===== src/shared/urbw_pkg.sv =====
/*
 * Package for the receive wake-up block: register map, field positions,
 * reset values, receiver states and the APB carrier structs.
 * Assumes a 32-bit APB with byte addresses and one register per word.
 */
package urbw_pkg;

    // =====================================================================
    // Register byte offsets
    localparam logic [7:0] RCV_STATUS_CTRL_OFS = 8'h00;
    localparam logic [7:0] RCV_BUFFER_OFS      = 8'h04;
    localparam logic [7:0] XMT_STATUS_CTRL_OFS = 8'h08;
    localparam logic [7:0] BAUD_CTRL_OFS       = 8'h0C;
    localparam logic [7:0] BAUD_DIV_HIGH_OFS   = 8'h10;
    localparam logic [7:0] BAUD_DIV_LOW_OFS    = 8'h14;
    localparam logic [7:0] IRQ_FLAGS_OFS       = 8'h18;
    localparam logic [7:0] IRQ_ENABLES_OFS     = 8'h1C;

    // =====================================================================
    // Field positions
    localparam int SERIAL_EN_POS   = 7;  // Receive status/control
    localparam int CONT_RCV_POS    = 4;
    localparam int FRAMING_ERR_POS = 2;
    localparam int OVERRUN_ERR_POS = 1;
    localparam int SYNC_MODE_POS   = 4;  // Transmit status/control
    localparam int RCV_IDLE_POS    = 6;  // Baud control
    localparam int DIV16_POS       = 3;
    localparam int WAKE_EN_POS     = 1;
    localparam int RCV_IRQ_POS     = 5;  // Interrupt flags and enables

    // =====================================================================
    // Reset values and sizes
    localparam logic [7:0] REG8_RESET  = 8'h00;
    localparam logic [7:0] XMT_RESET   = 8'h02;
    localparam int         DATA_BITS   = 8;
    localparam logic [2:0] LAST_BIT    = 3'h7;

    // =====================================================================
    // Receiver states
    typedef enum logic [1:0] {
        URBW_RX_IDLE,
        URBW_RX_START,
        URBW_RX_DATA,
        URBW_RX_STOP
    } urbw_rx_e;

    // =====================================================================
    // APB carriers
    typedef struct packed {
        logic        psel;
        logic        penable;
        logic        pwrite;
        logic [7:0]  paddr;
        logic [31:0] pwdata;
    } urbw_apb_req_s;

    typedef struct packed {
        logic        pready;
        logic        pslverr;
        logic [31:0] prdata;
    } urbw_apb_rsp_s;

endpackage


===== src/urbw_top.sv =====
/*
 * Asynchronous serial receiver with auto-wake-up on a sync break,
 * reached over APB. Holds the receive buffer, error flags and the
 * wake-up edge logic.
 * Assumes core_clk_in keeps running; sleep_in marks the sleep state in
 * which the baud timing is frozen. The serial line and sleep_in are
 * asynchronous and are synchronised here.
 */
// Our own choices: the APB interface to the registers and the address map.
`timescale 1ns/100ps
module urbw_top
    import urbw_pkg::*;
#(
    parameter int BUF_DEPTH = 2
) (
    input  wire logic          core_clk_in,
    input  wire logic          rst_b_in,
    input  wire urbw_apb_req_s apb_req_in,
    output urbw_apb_rsp_s      apb_rsp_out,
    input  wire logic          serial_input_line_in,
    input  wire logic          sleep_in,
    output logic               rx_irq_out
);

    // =====================================================================
    // Elaboration checks
    localparam int PTR_W = (BUF_DEPTH > 1) ? $clog2(BUF_DEPTH) : 1;
    localparam int CNT_W = PTR_W + 1;

    if (BUF_DEPTH < 2 || (BUF_DEPTH & (BUF_DEPTH - 1)) != 0) begin : g_depth_check
        $error("BUF_DEPTH must be a power of two of at least 2");
    end

    localparam logic [CNT_W-1:0] FULL_COUNT = CNT_W'(BUF_DEPTH);

    // =====================================================================
    // State of the block
    typedef struct packed {
        logic                           rx_meta;
        logic                           rx_sync;
        logic                           rx_prev;
        logic                           sleep_meta;
        logic                           sleep_sync;
        logic [7:0]                     rcv_ctrl;
        logic [7:0]                     xmt_ctrl;
        logic [7:0]                     div_high;
        logic [7:0]                     div_low;
        logic [7:0]                     irq_en;
        logic                           div16;
        logic                           wake_enable_bit;
        logic                           wake_seen;
        logic                           wake_irq;
        logic                           overrun_error_flag;
        urbw_rx_e                       rx_state;
        logic [15:0]                    baud_cnt;
        logic [2:0]                     bit_idx;
        logic [7:0]                     shift;
        logic [BUF_DEPTH-1:0][8:0]      rx_buf;
        logic [PTR_W-1:0]               head;
        logic [CNT_W-1:0]               count;
        urbw_apb_rsp_s                  rsp;
        logic                           irq;
    } urbw_state_s;

    urbw_state_s state_reg;
    urbw_state_s state_next;

    // =====================================================================
    // Derived terms
    logic             fall_edge;
    logic             rise_edge;
    logic             rx_run;
    logic             wake_armed;
    logic             bus_done;
    logic             bus_rd_done;
    logic             bus_wr_done;
    logic             pop;
    logic             push;
    logic             push_framing_error_flag;
    logic             receive_irq_flag;
    logic [15:0]      bit_period;
    logic [PTR_W-1:0] tail;
    logic [8:0]       head_word;

    // Edge detection reads only the second synchroniser stage and its copy
    assign fall_edge  = state_reg.rx_prev & ~state_reg.rx_sync;
    assign rise_edge  = ~state_reg.rx_prev & state_reg.rx_sync;
    // Wake-up only acts in asynchronous mode with the port on
    assign wake_armed = state_reg.wake_enable_bit & ~state_reg.xmt_ctrl[SYNC_MODE_POS]
                        & state_reg.rcv_ctrl[SERIAL_EN_POS];
    // Normal reception needs the port on, continuous receive, async mode, not armed, not asleep
    assign rx_run     = state_reg.rcv_ctrl[SERIAL_EN_POS] & state_reg.rcv_ctrl[CONT_RCV_POS]
                        & ~state_reg.xmt_ctrl[SYNC_MODE_POS] & ~state_reg.wake_enable_bit
                        & ~state_reg.sleep_sync;
    assign bit_period = state_reg.div16 ? {state_reg.div_high, state_reg.div_low}
                                        : {8'h00, state_reg.div_low};
    assign bus_done    = apb_req_in.psel & apb_req_in.penable & state_reg.rsp.pready;
    assign bus_rd_done = bus_done & ~apb_req_in.pwrite;
    assign bus_wr_done = bus_done & apb_req_in.pwrite;
    assign pop         = bus_rd_done & (apb_req_in.paddr == RCV_BUFFER_OFS);
    assign tail        = PTR_W'(state_reg.head + state_reg.count[PTR_W-1:0]);
    assign head_word   = state_reg.rx_buf[state_reg.head];
    assign receive_irq_flag = (state_reg.count != '0) | state_reg.wake_irq;

    // =====================================================================
    // Next-state logic
    always_comb begin
        logic [31:0] rd_word;
        logic        rd_err;
        rd_word    = 32'h0000_0000;
        rd_err     = 1'b0;
        push       = 1'b0;
        push_framing_error_flag  = 1'b0;
        state_next = state_reg;

        // Two-stage synchronisers, then a delayed copy for edges
        state_next.rx_meta    = serial_input_line_in;
        state_next.rx_sync    = state_reg.rx_meta;
        state_next.rx_prev    = state_reg.rx_sync;
        state_next.sleep_meta = sleep_in;
        state_next.sleep_sync = state_reg.sleep_meta;

        // Receiver: idle when disabled, armed or overrun; frozen in sleep
        if (!rx_run && !state_reg.sleep_sync) begin
            state_next.rx_state = URBW_RX_IDLE;
        end else if (rx_run) begin
            unique case (state_reg.rx_state)
                URBW_RX_IDLE: begin
                    if (fall_edge && !state_reg.overrun_error_flag) begin
                        state_next.rx_state = URBW_RX_START;
                        state_next.baud_cnt = {1'b0, bit_period[15:1]};
                    end
                end
                URBW_RX_START: begin
                    if (state_reg.baud_cnt != 16'h0000) begin
                        state_next.baud_cnt = state_reg.baud_cnt - 16'h0001;
                    end else if (state_reg.rx_sync) begin
                        state_next.rx_state = URBW_RX_IDLE;      // False start
                    end else begin
                        state_next.rx_state = URBW_RX_DATA;
                        state_next.baud_cnt = bit_period;
                        state_next.bit_idx  = 3'h0;
                    end
                end
                URBW_RX_DATA: begin
                    if (state_reg.baud_cnt != 16'h0000) begin
                        state_next.baud_cnt = state_reg.baud_cnt - 16'h0001;
                    end else begin
                        state_next.shift    = {state_reg.rx_sync, state_reg.shift[7:1]};
                        state_next.baud_cnt = bit_period;
                        state_next.bit_idx  = state_reg.bit_idx + 3'h1;
                        if (state_reg.bit_idx == LAST_BIT) begin
                            state_next.rx_state = URBW_RX_STOP;
                        end
                    end
                end
                URBW_RX_STOP: begin
                    if (state_reg.baud_cnt != 16'h0000) begin
                        state_next.baud_cnt = state_reg.baud_cnt - 16'h0001;
                    end else begin
                        push                = 1'b1;
                        push_framing_error_flag           = ~state_reg.rx_sync;
                        state_next.rx_state = URBW_RX_IDLE;
                    end
                end
            endcase
        end

        // Receive buffer: a word that finds it full is dropped as overrun
        if (push && state_reg.count != FULL_COUNT) begin
            state_next.rx_buf[tail] = {push_framing_error_flag, state_reg.shift};
        end
        if (pop && state_reg.count != '0) begin
            state_next.head = state_reg.head + PTR_W'(1);
        end
        state_next.count = state_reg.count
                           + CNT_W'(push && state_reg.count != FULL_COUNT)
                           - CNT_W'(pop && state_reg.count != '0);
        // Overrun sets on a word that finds the buffer full; clearing continuous receive clears it
        state_next.overrun_error_flag = (state_reg.overrun_error_flag & state_reg.rcv_ctrl[CONT_RCV_POS])
                                        | (push && state_reg.count == FULL_COUNT);

        // Wake-up: falling edge raises the flag, next rising edge disarms
        if (wake_armed && !state_reg.wake_seen && fall_edge) begin
            state_next.wake_seen = 1'b1;
        end else if (wake_armed && state_reg.wake_seen && rise_edge) begin
            state_next.wake_seen       = 1'b0;
            state_next.wake_enable_bit = 1'b0;
        end
        // Set wins over the clear by a buffer read in the same cycle
        state_next.wake_irq = (state_reg.wake_irq & ~pop)
                              | (wake_armed & ~state_reg.wake_seen & fall_edge);

        // Register writes take effect at the completing edge
        if (bus_wr_done) begin
            unique case (apb_req_in.paddr)
                RCV_STATUS_CTRL_OFS: state_next.rcv_ctrl = apb_req_in.pwdata[7:0];
                XMT_STATUS_CTRL_OFS: state_next.xmt_ctrl = apb_req_in.pwdata[7:0];
                BAUD_CTRL_OFS: begin
                    state_next.div16           = apb_req_in.pwdata[DIV16_POS];
                    state_next.wake_enable_bit = apb_req_in.pwdata[WAKE_EN_POS];
                    state_next.wake_seen       = 1'b0;
                end
                BAUD_DIV_HIGH_OFS:   state_next.div_high = apb_req_in.pwdata[7:0];
                BAUD_DIV_LOW_OFS:    state_next.div_low  = apb_req_in.pwdata[7:0];
                IRQ_ENABLES_OFS:     state_next.irq_en   = apb_req_in.pwdata[7:0];
                default: ;
            endcase
        end

        // Read data mux
        unique case (apb_req_in.paddr)
            RCV_STATUS_CTRL_OFS: begin
                rd_word[7:0]            = state_reg.rcv_ctrl
                                          & ~(8'h01 << FRAMING_ERR_POS) & ~(8'h01 << OVERRUN_ERR_POS);
                rd_word[FRAMING_ERR_POS] = (state_reg.count != '0) & head_word[8];
                rd_word[OVERRUN_ERR_POS] = state_reg.overrun_error_flag;
            end
            RCV_BUFFER_OFS:      rd_word[7:0] = (state_reg.count != '0) ? head_word[7:0] : 8'h00;
            XMT_STATUS_CTRL_OFS: rd_word[7:0] = state_reg.xmt_ctrl;
            BAUD_CTRL_OFS: begin
                rd_word[RCV_IDLE_POS] = (state_reg.rx_state == URBW_RX_IDLE);
                rd_word[DIV16_POS]    = state_reg.div16;
                rd_word[WAKE_EN_POS]  = state_reg.wake_enable_bit;
            end
            BAUD_DIV_HIGH_OFS:   rd_word[7:0] = state_reg.div_high;
            BAUD_DIV_LOW_OFS:    rd_word[7:0] = state_reg.div_low;
            IRQ_FLAGS_OFS:       rd_word[RCV_IRQ_POS] = receive_irq_flag;
            IRQ_ENABLES_OFS:     rd_word[7:0] = state_reg.irq_en;
            default:             rd_err = 1'b1;
        endcase

        // APB answer: one wait state, then pready for one cycle
        if (bus_done) begin
            state_next.rsp = '0;
        end else if (apb_req_in.psel && apb_req_in.penable) begin
            state_next.rsp.pready  = 1'b1;
            state_next.rsp.pslverr = rd_err;
            state_next.rsp.prdata  = apb_req_in.pwrite ? 32'h0000_0000 : rd_word;
        end

        // Interrupt output follows the flag in step with the clock
        state_next.irq = receive_irq_flag & state_reg.irq_en[RCV_IRQ_POS];
    end

    // =====================================================================
    // State register
    always_ff @(posedge core_clk_in or negedge rst_b_in) begin
        if (!rst_b_in) begin
            state_reg            <= '0;
            state_reg.rx_meta    <= 1'b1;
            state_reg.rx_sync    <= 1'b1;
            state_reg.rx_prev    <= 1'b1;
            state_reg.rcv_ctrl   <= REG8_RESET;
            state_reg.xmt_ctrl   <= XMT_RESET;
            state_reg.irq_en     <= REG8_RESET;
            state_reg.rx_state   <= URBW_RX_IDLE;
        end else begin
            state_reg <= state_next;
        end
    end

    // =====================================================================
    // Outputs straight from the state register
    assign apb_rsp_out = state_reg.rsp;
    assign rx_irq_out  = state_reg.irq;

endmodule


===== config.mk =====
export PLATFORM = sky130hd
export DESIGN_NAME = urbw_top
export DESIGN_NICKNAME = d
export VERILOG_FILES = /design/src/shared/urbw_pkg.sv /design/src/urbw_top.sv
export SDC_FILE = /design/constraint.sdc
export NUM_CORES = 1
export LEC_CHECK = 0
export ABC_AREA = 0
export ABC_CLOCK_PERIOD_IN_PS = 3200
export BUFFER_PORTS_ARGS = -buffer_cell sky130_fd_sc_hd__buf_2
export CORE_MARGIN = 4
export CORE_UTILIZATION = 58
export CTS_BUF_LIST = sky130_fd_sc_hd__clkbuf_4 sky130_fd_sc_hd__clkbuf_8 sky130_fd_sc_hd__clkbuf_16
export CTS_CLUSTER_SIZE = 24
export DETAILED_ROUTE_END_ITERATION = 7
export GPL_TIMING_DRIVEN = 0
export HOLD_SLACK_MARGIN = 0.1
export PLACE_DENSITY = 0.84
export SLEW_MARGIN = 20
export SYNTH_ARGS = -nofsm -noshare
export SYNTH_HDL_FRONTEND = slang
export SYNTH_SLANG_ARGS = --single-unit

===== constraint.sdc =====
create_clock -name core_clk_in -period 3.2 [get_ports core_clk_in]
set_input_delay 0 -clock core_clk_in [delete_from_list [all_inputs] [get_ports core_clk_in]]
set_output_delay 0 -clock core_clk_in [all_outputs]
set_load 0.005 [all_outputs]

Word level (Yosys, flattened, before mapping)
Cells that the tools add are included.
{"block": "totals", "register_bits": 135, "input_bits": 47, "out_inout_bits": 35, "elab_cells": 174}
{"block": "op_classes", "add_sub_neg": 6, "order_cmp": 3, "eq_ne": 24, "n_mux": 49, "n_bitwise": 32, "n_reduce_logical": 33}
{"op": "one-hot mux 18 bit (4 select lines)", "count": 1}
{"op": "two-way mux 34 bit", "count": 2}
{"op": "two-way mux 16 bit", "count": 4}
{"op": "== test 8 x 5 -> 1 bit, second input constant", "count": 4}
{"op": "two-way mux 29 bit", "count": 1}
{"op": "one-hot mux 1 bit (7 select lines)", "count": 4}
{"op": "two-way mux 9 bit", "count": 3}
{"op": "two-way mux 8 bit", "count": 3}
{"op": "one-hot mux 1 bit (6 select lines)", "count": 4}
{"op": "AND 1 bit", "count": 19}
{"op": "two-way mux 19 bit", "count": 1}
{"op": "bitwise mux 18 bit", "count": 1}
{"op": "two-way mux 18 bit", "count": 1}
{"op": "two-way mux 2 bit", "count": 9}
{"op": "inequality test 3 bit, second input constant", "count": 6}
{"op": "== test 8 x 4 -> 1 bit, second input constant", "count": 2}
{"op": "nonzero test 16 bit", "count": 1}
{"op": "subtractor 16 x 1 -> 16 bit, second input constant", "count": 1}
{"op": "inequality test 2 bit, second input constant", "count": 6}
{"op": "AND reduction 2 bit", "count": 6}
{"op": "AND reduction 6 bit", "count": 2}
{"op": "logical AND 1 bit", "count": 11}
{"op": "two-way mux 1 bit", "count": 11}
{"op": "two-way mux 11 bit", "count": 1}
{"op": "23 further kinds", "count": 43}

Logic depth before layout (Yosys ltp)
{"block": "depth", "depth_word": 10, "mapped_depth": 11, "mapped_depth_nobuf": 11}

Least setup slack after synthesis
No wires, ideal clock.
{"block": "synth_path", "kind": "reg-to-reg", "startpoint": "register state_reg[67] (netlist name)", "endpoint": "register state_reg[36] (netlist name)", "setup_time_ns": 0.123, "arrival_time_ns": 2.248, "required_ns": 3.077, "path_slack_ns": 0.829, "stages_incl_launch_ff": 12, "synth_period_minus_slack_ns": 2.371, "path_cell_list": "dfrtp_1 -> inv_1 -> ha_1 -> nor4b_1 -> nand4_1 -> nor3_1 -> nand2_1 -> ha_1 -> inv_1 -> ha_1 -> xnor2_1 -> xnor2_1"}
{"item": "start, declared", "line_no": "urbw_top.sv:65", "source": "urbw_state_s state_reg;"}
{"item": "start signal, assigned", "line_no": "urbw_top.sv:259", "source": "state_reg <= state_next;"}

==> flow_metrics.env <==
export IMPL_fin_skew_ns=0.01519
export IMPL_critPathLaunchType="flip-flop"
export IMPL_gp_congestion=0.9527
export IMPL_crit_buf_inv=2
export IMPL_die_area_um2=12140
export IMPL_crit_top_cell="ha_1"
export IMPL_stdcell_area_um2=6875
export IMPL_placed_cell_area_um2=6509
export IMPL_ir_drop_mv=0.3333
export IMPL_final_setup_worst_slack_ns=0.2920
export IMPL_final_min_clock_period_ns=2.908
export IMPL_firstDrtPassIters=5
export IMPL_initial_utilization_pct=59.21
export IMPL_max_stage_delay_ns=0.50
export IMPL_multi_input_area_um2=2973
export IMPL_worstMarginPinSlew_ns=0.9008
export IMPL_critPathArrivalTime_ns=3.23
export IMPL_synth_top_area_cell="dfrtp_1"
export IMPL_cts_max_level=3
export IMPL_num_io_pins=82
export IMPL_wl_per_cell_um=20.02
export IMPL_cts_buffer_depth=2
export IMPL_status="finished, final reports clean"
export IMPL_cp_cell_sequence="inv_1, ha_1, nor4b_1, nand4_1, nor3_1, nand2_1, ha_1, inv_1, ha_1, xnor2_1, xnor2_1"
export IMPL_grt_max_degree=62
export IMPL_grt_pass1_wl_mm=26.21
export IMPL_post_cts_resized=0
export IMPL_path_class="reg -> reg"
export IMPL_path_max_fanout=6
export IMPL_fmax_mhz=343.9
export IMPL_r2r_setup_slack_ns=0.29
export IMPL_holdWs_ns=0.09504
export IMPL_overflow=0
export IMPL_postSynthAreaPerCell_um2=10.05
export IMPL_dpl_hpwl_mm=12.10
export IMPL_finalSetupTns_ns=0
export IMPL_drc=0
export IMPL_place_ws_ns=0.3470
export IMPL_synth_top_area_share_pct=43.37
export IMPL_grt_total_usage_pct=28.47
export IMPL_maxCapViolCount=0
export IMPL_synth_area_leaders="dfrtp_1, mux2_2, buf_4"
export IMPL_yosysWarningCount=0
export IMPL_core_area_um2=10230
export IMPL_rows=37
export IMPL_path_clk_slew_ns=0.11
export IMPL_ys_seq_area_share_pct=45.11
export IMPL_die_h_um=110.2
export IMPL_yosysUniqueCellTypes=66
export IMPL_clock_root_buffer="clkbuf_8"
export IMPL_wirelength_mm=16.56
export IMPL_ant_nets=0
export IMPL_async_reset_ff_share_pct=100.0
export IMPL_crit_path_start="state_reg[67]$_DFFE_PN0P_"
export IMPL_required_ns=3.52
export IMPL_cts_sinks=109
export IMPL_clk_latency_ns=0.39
export IMPL_fill_cells=813
export IMPL_cp_slowest_cell="nor4b_1"
export IMPL_num_vias=5035
export IMPL_syn_inst=603
export IMPL_timing_rr_start="state_reg[67]$_DFFE_PN0P_"
export IMPL_leakage_nw=3.289
export IMPL_grt_pass1_vias=4879
export IMPL_cts_buffers=9
export IMPL_place_port_buffers=32
export IMPL_antenna_found_initial=0
export IMPL_fp_dieW_um=110.2
export IMPL_cts_tree="done"
export IMPL_synth_edf_count=0
export IMPL_slew_headroom_pct=39.72
export IMPL_drt_iter0_markers=405
export IMPL_largest_reg_flops=95
export IMPL_fin_nets=739
export IMPL_layout_drive_gt1_share_pct=21.27
export IMPL_ys_ff_latch=109
export IMPL_utilization_pct=67.20
export IMPL_crit_family="simple AND/OR/NAND/NOR gates"
export IMPL_p_per_area_nw_per_um2=368.5
export IMPL_synthToLayoutAreaGrowth_pct=13.49
export IMPL_seq_area_um2=2733
export IMPL_cp_end_kind="flip-flop"
export IMPL_r2r_worst_path_cells=11
export IMPL_slew_viol_final=0
export IMPL_hp_class="in -> async"
export IMPL_viasPerCell=6.088
export IMPL_synth_ff_type="dfrtp_1"
export IMPL_syn_area_um2=6058
export IMPL_hold_viol_final=0
export IMPL_rsz0062_at_grt="false"
export IMPL_antenna_cells=0
export IMPL_fin_crit_sh_pct=90.87
export IMPL_worstReg2RegEnd="state_reg[36]$_DFF_PN0_"
export IMPL_setup_violations=0
[routing by layer]
| layer | track usage [%] | wire length (um) |
|---|---|---|
| met3 | 4.892 | 1154 |
| met5 | 0 | 0 |
| met2 | 45.67 | 7793 |
| met1 | 38.44 | 7067 |
| met4 | 11.79 | 541 |
[timing repair]
action | CTS | global route
hold buffers | 16 | 0
setup buffers | 0 | 0
hold endpoints to repair | 154 | 0
[Yosys cell counts, types with 3 or more instances]
master	n
nor2b_1	3
o21ai_1	8
and2_1	3
dfrtp_1	105
nand3_1	13
ha_1	6
and4_1	3
dfstp_2	4
o31ai_1	9
mux2_1	21
nor3_1	11
a31oi_1	6
buf_1	5
a211oi_1	3
nor2_1	52
nand2b_1	3
buf_4	36
a22o_1	6
nor4_1	3
a2bb2oi_1	4
xnor2_1	4
xor2_1	6
nand2_1	51
inv_1	14
a22oi_1	4
a21oi_1	42
mux2i_1	16
o21ai_0	31
buf_2	3
clkbuf_1	19
mux2_2	45
nand4_1	8
o22ai_1	6
a32o_1	5
[final cells by class]
| type | instances | area share [%] |
|---|---|---|
| Multi-Input combinational cell | 439 | 43.24 |
| Sequential cell | 109 | 39.75 |
| Buffer | 64 | 5.623 |
| Timing Repair Buffer | 49 | 5.150 |
| Tap cell | 136 | 2.475 |
| Clock buffer | 10 | 2.002 |
| Clock inverter | 6 | 1.001 |
| Inverter | 14 | 0.7643 |
[worst reg2reg max path: stages, from the launching register on]
cell and delay, ns:
dfrtp_1 0.44, inv_1 0.12, ha_1 0.23, nor4b_1 0.50, nand4_1 0.41, nor3_1 0.29
nand2_1 0.08, ha_1 0.28, inv_1 0.04, ha_1 0.18, xnor2_1 0.16, xnor2_1 0.13
[cells in the final DEF, fill, tap and decap left out, drive strengths merged, types with 9 or more instances in the layout]
cell type / instances
mux2i: 16
clkbuf: 29
nand3: 13
dfrtp: 105
mux2: 66
o31ai: 9
conb: 24
nor3: 11
inv: 16
nand2: 51
nor2: 54
dlygate4sd3: 16
nand4: 9
buf: 78
a21oi: 42
o21ai: 39
[cells by family after synthesis]
| group | count (synthesis) | share of synthesized area [%] |
|---|---|---|
| DFF | 109 | 45.11 |
| other | 1 | 0.06190 |
| muxes | 82 | 14.91 |
| and+or+nand+nor | 173 | 14.93 |
| adders and majority gates | 6 | 1.239 |
| xor gates and xnor gates | 10 | 1.446 |
| buffers and inverters | 78 | 7.249 |
| AOI/OAI and AO/OA | 144 | 15.06 |
[through the flow]
step / cells / total power [mW]
final: 827 / 2.534
after global routing: 827 / 2.620
after CTS: 827 / 2.535
after detailed placement: 795 / 1.648
after global placement: 794 / 1.636
after floorplan: 626 / 1.556
[worst max path at each step]
stage	end	slack, ns	depth (start not counted)
after floorplan	state_reg[36]$_DFF_PN0_	0.83	11
after global placement	state_reg[36]$_DFF_PN0_	0.44	11
after detailed placement	state_reg[36]$_DFF_PN0_	0.35	11
after CTS	state_reg[36]$_DFF_PN0_	0.34	11
after global routing	state_reg[36]$_DFF_PN0_	0.11	11
final	state_reg[36]$_DFF_PN0_	0.29	11
[power breakdown]
part           internal, mW  switching [mW]  leakage, nW
clock network         0.389           0.503        0.103
logic                0.0962           0.115         1.71
registers              1.40          0.0282         1.47
total                  1.89           0.646         3.29
Power figures use the tool's default switching activity.
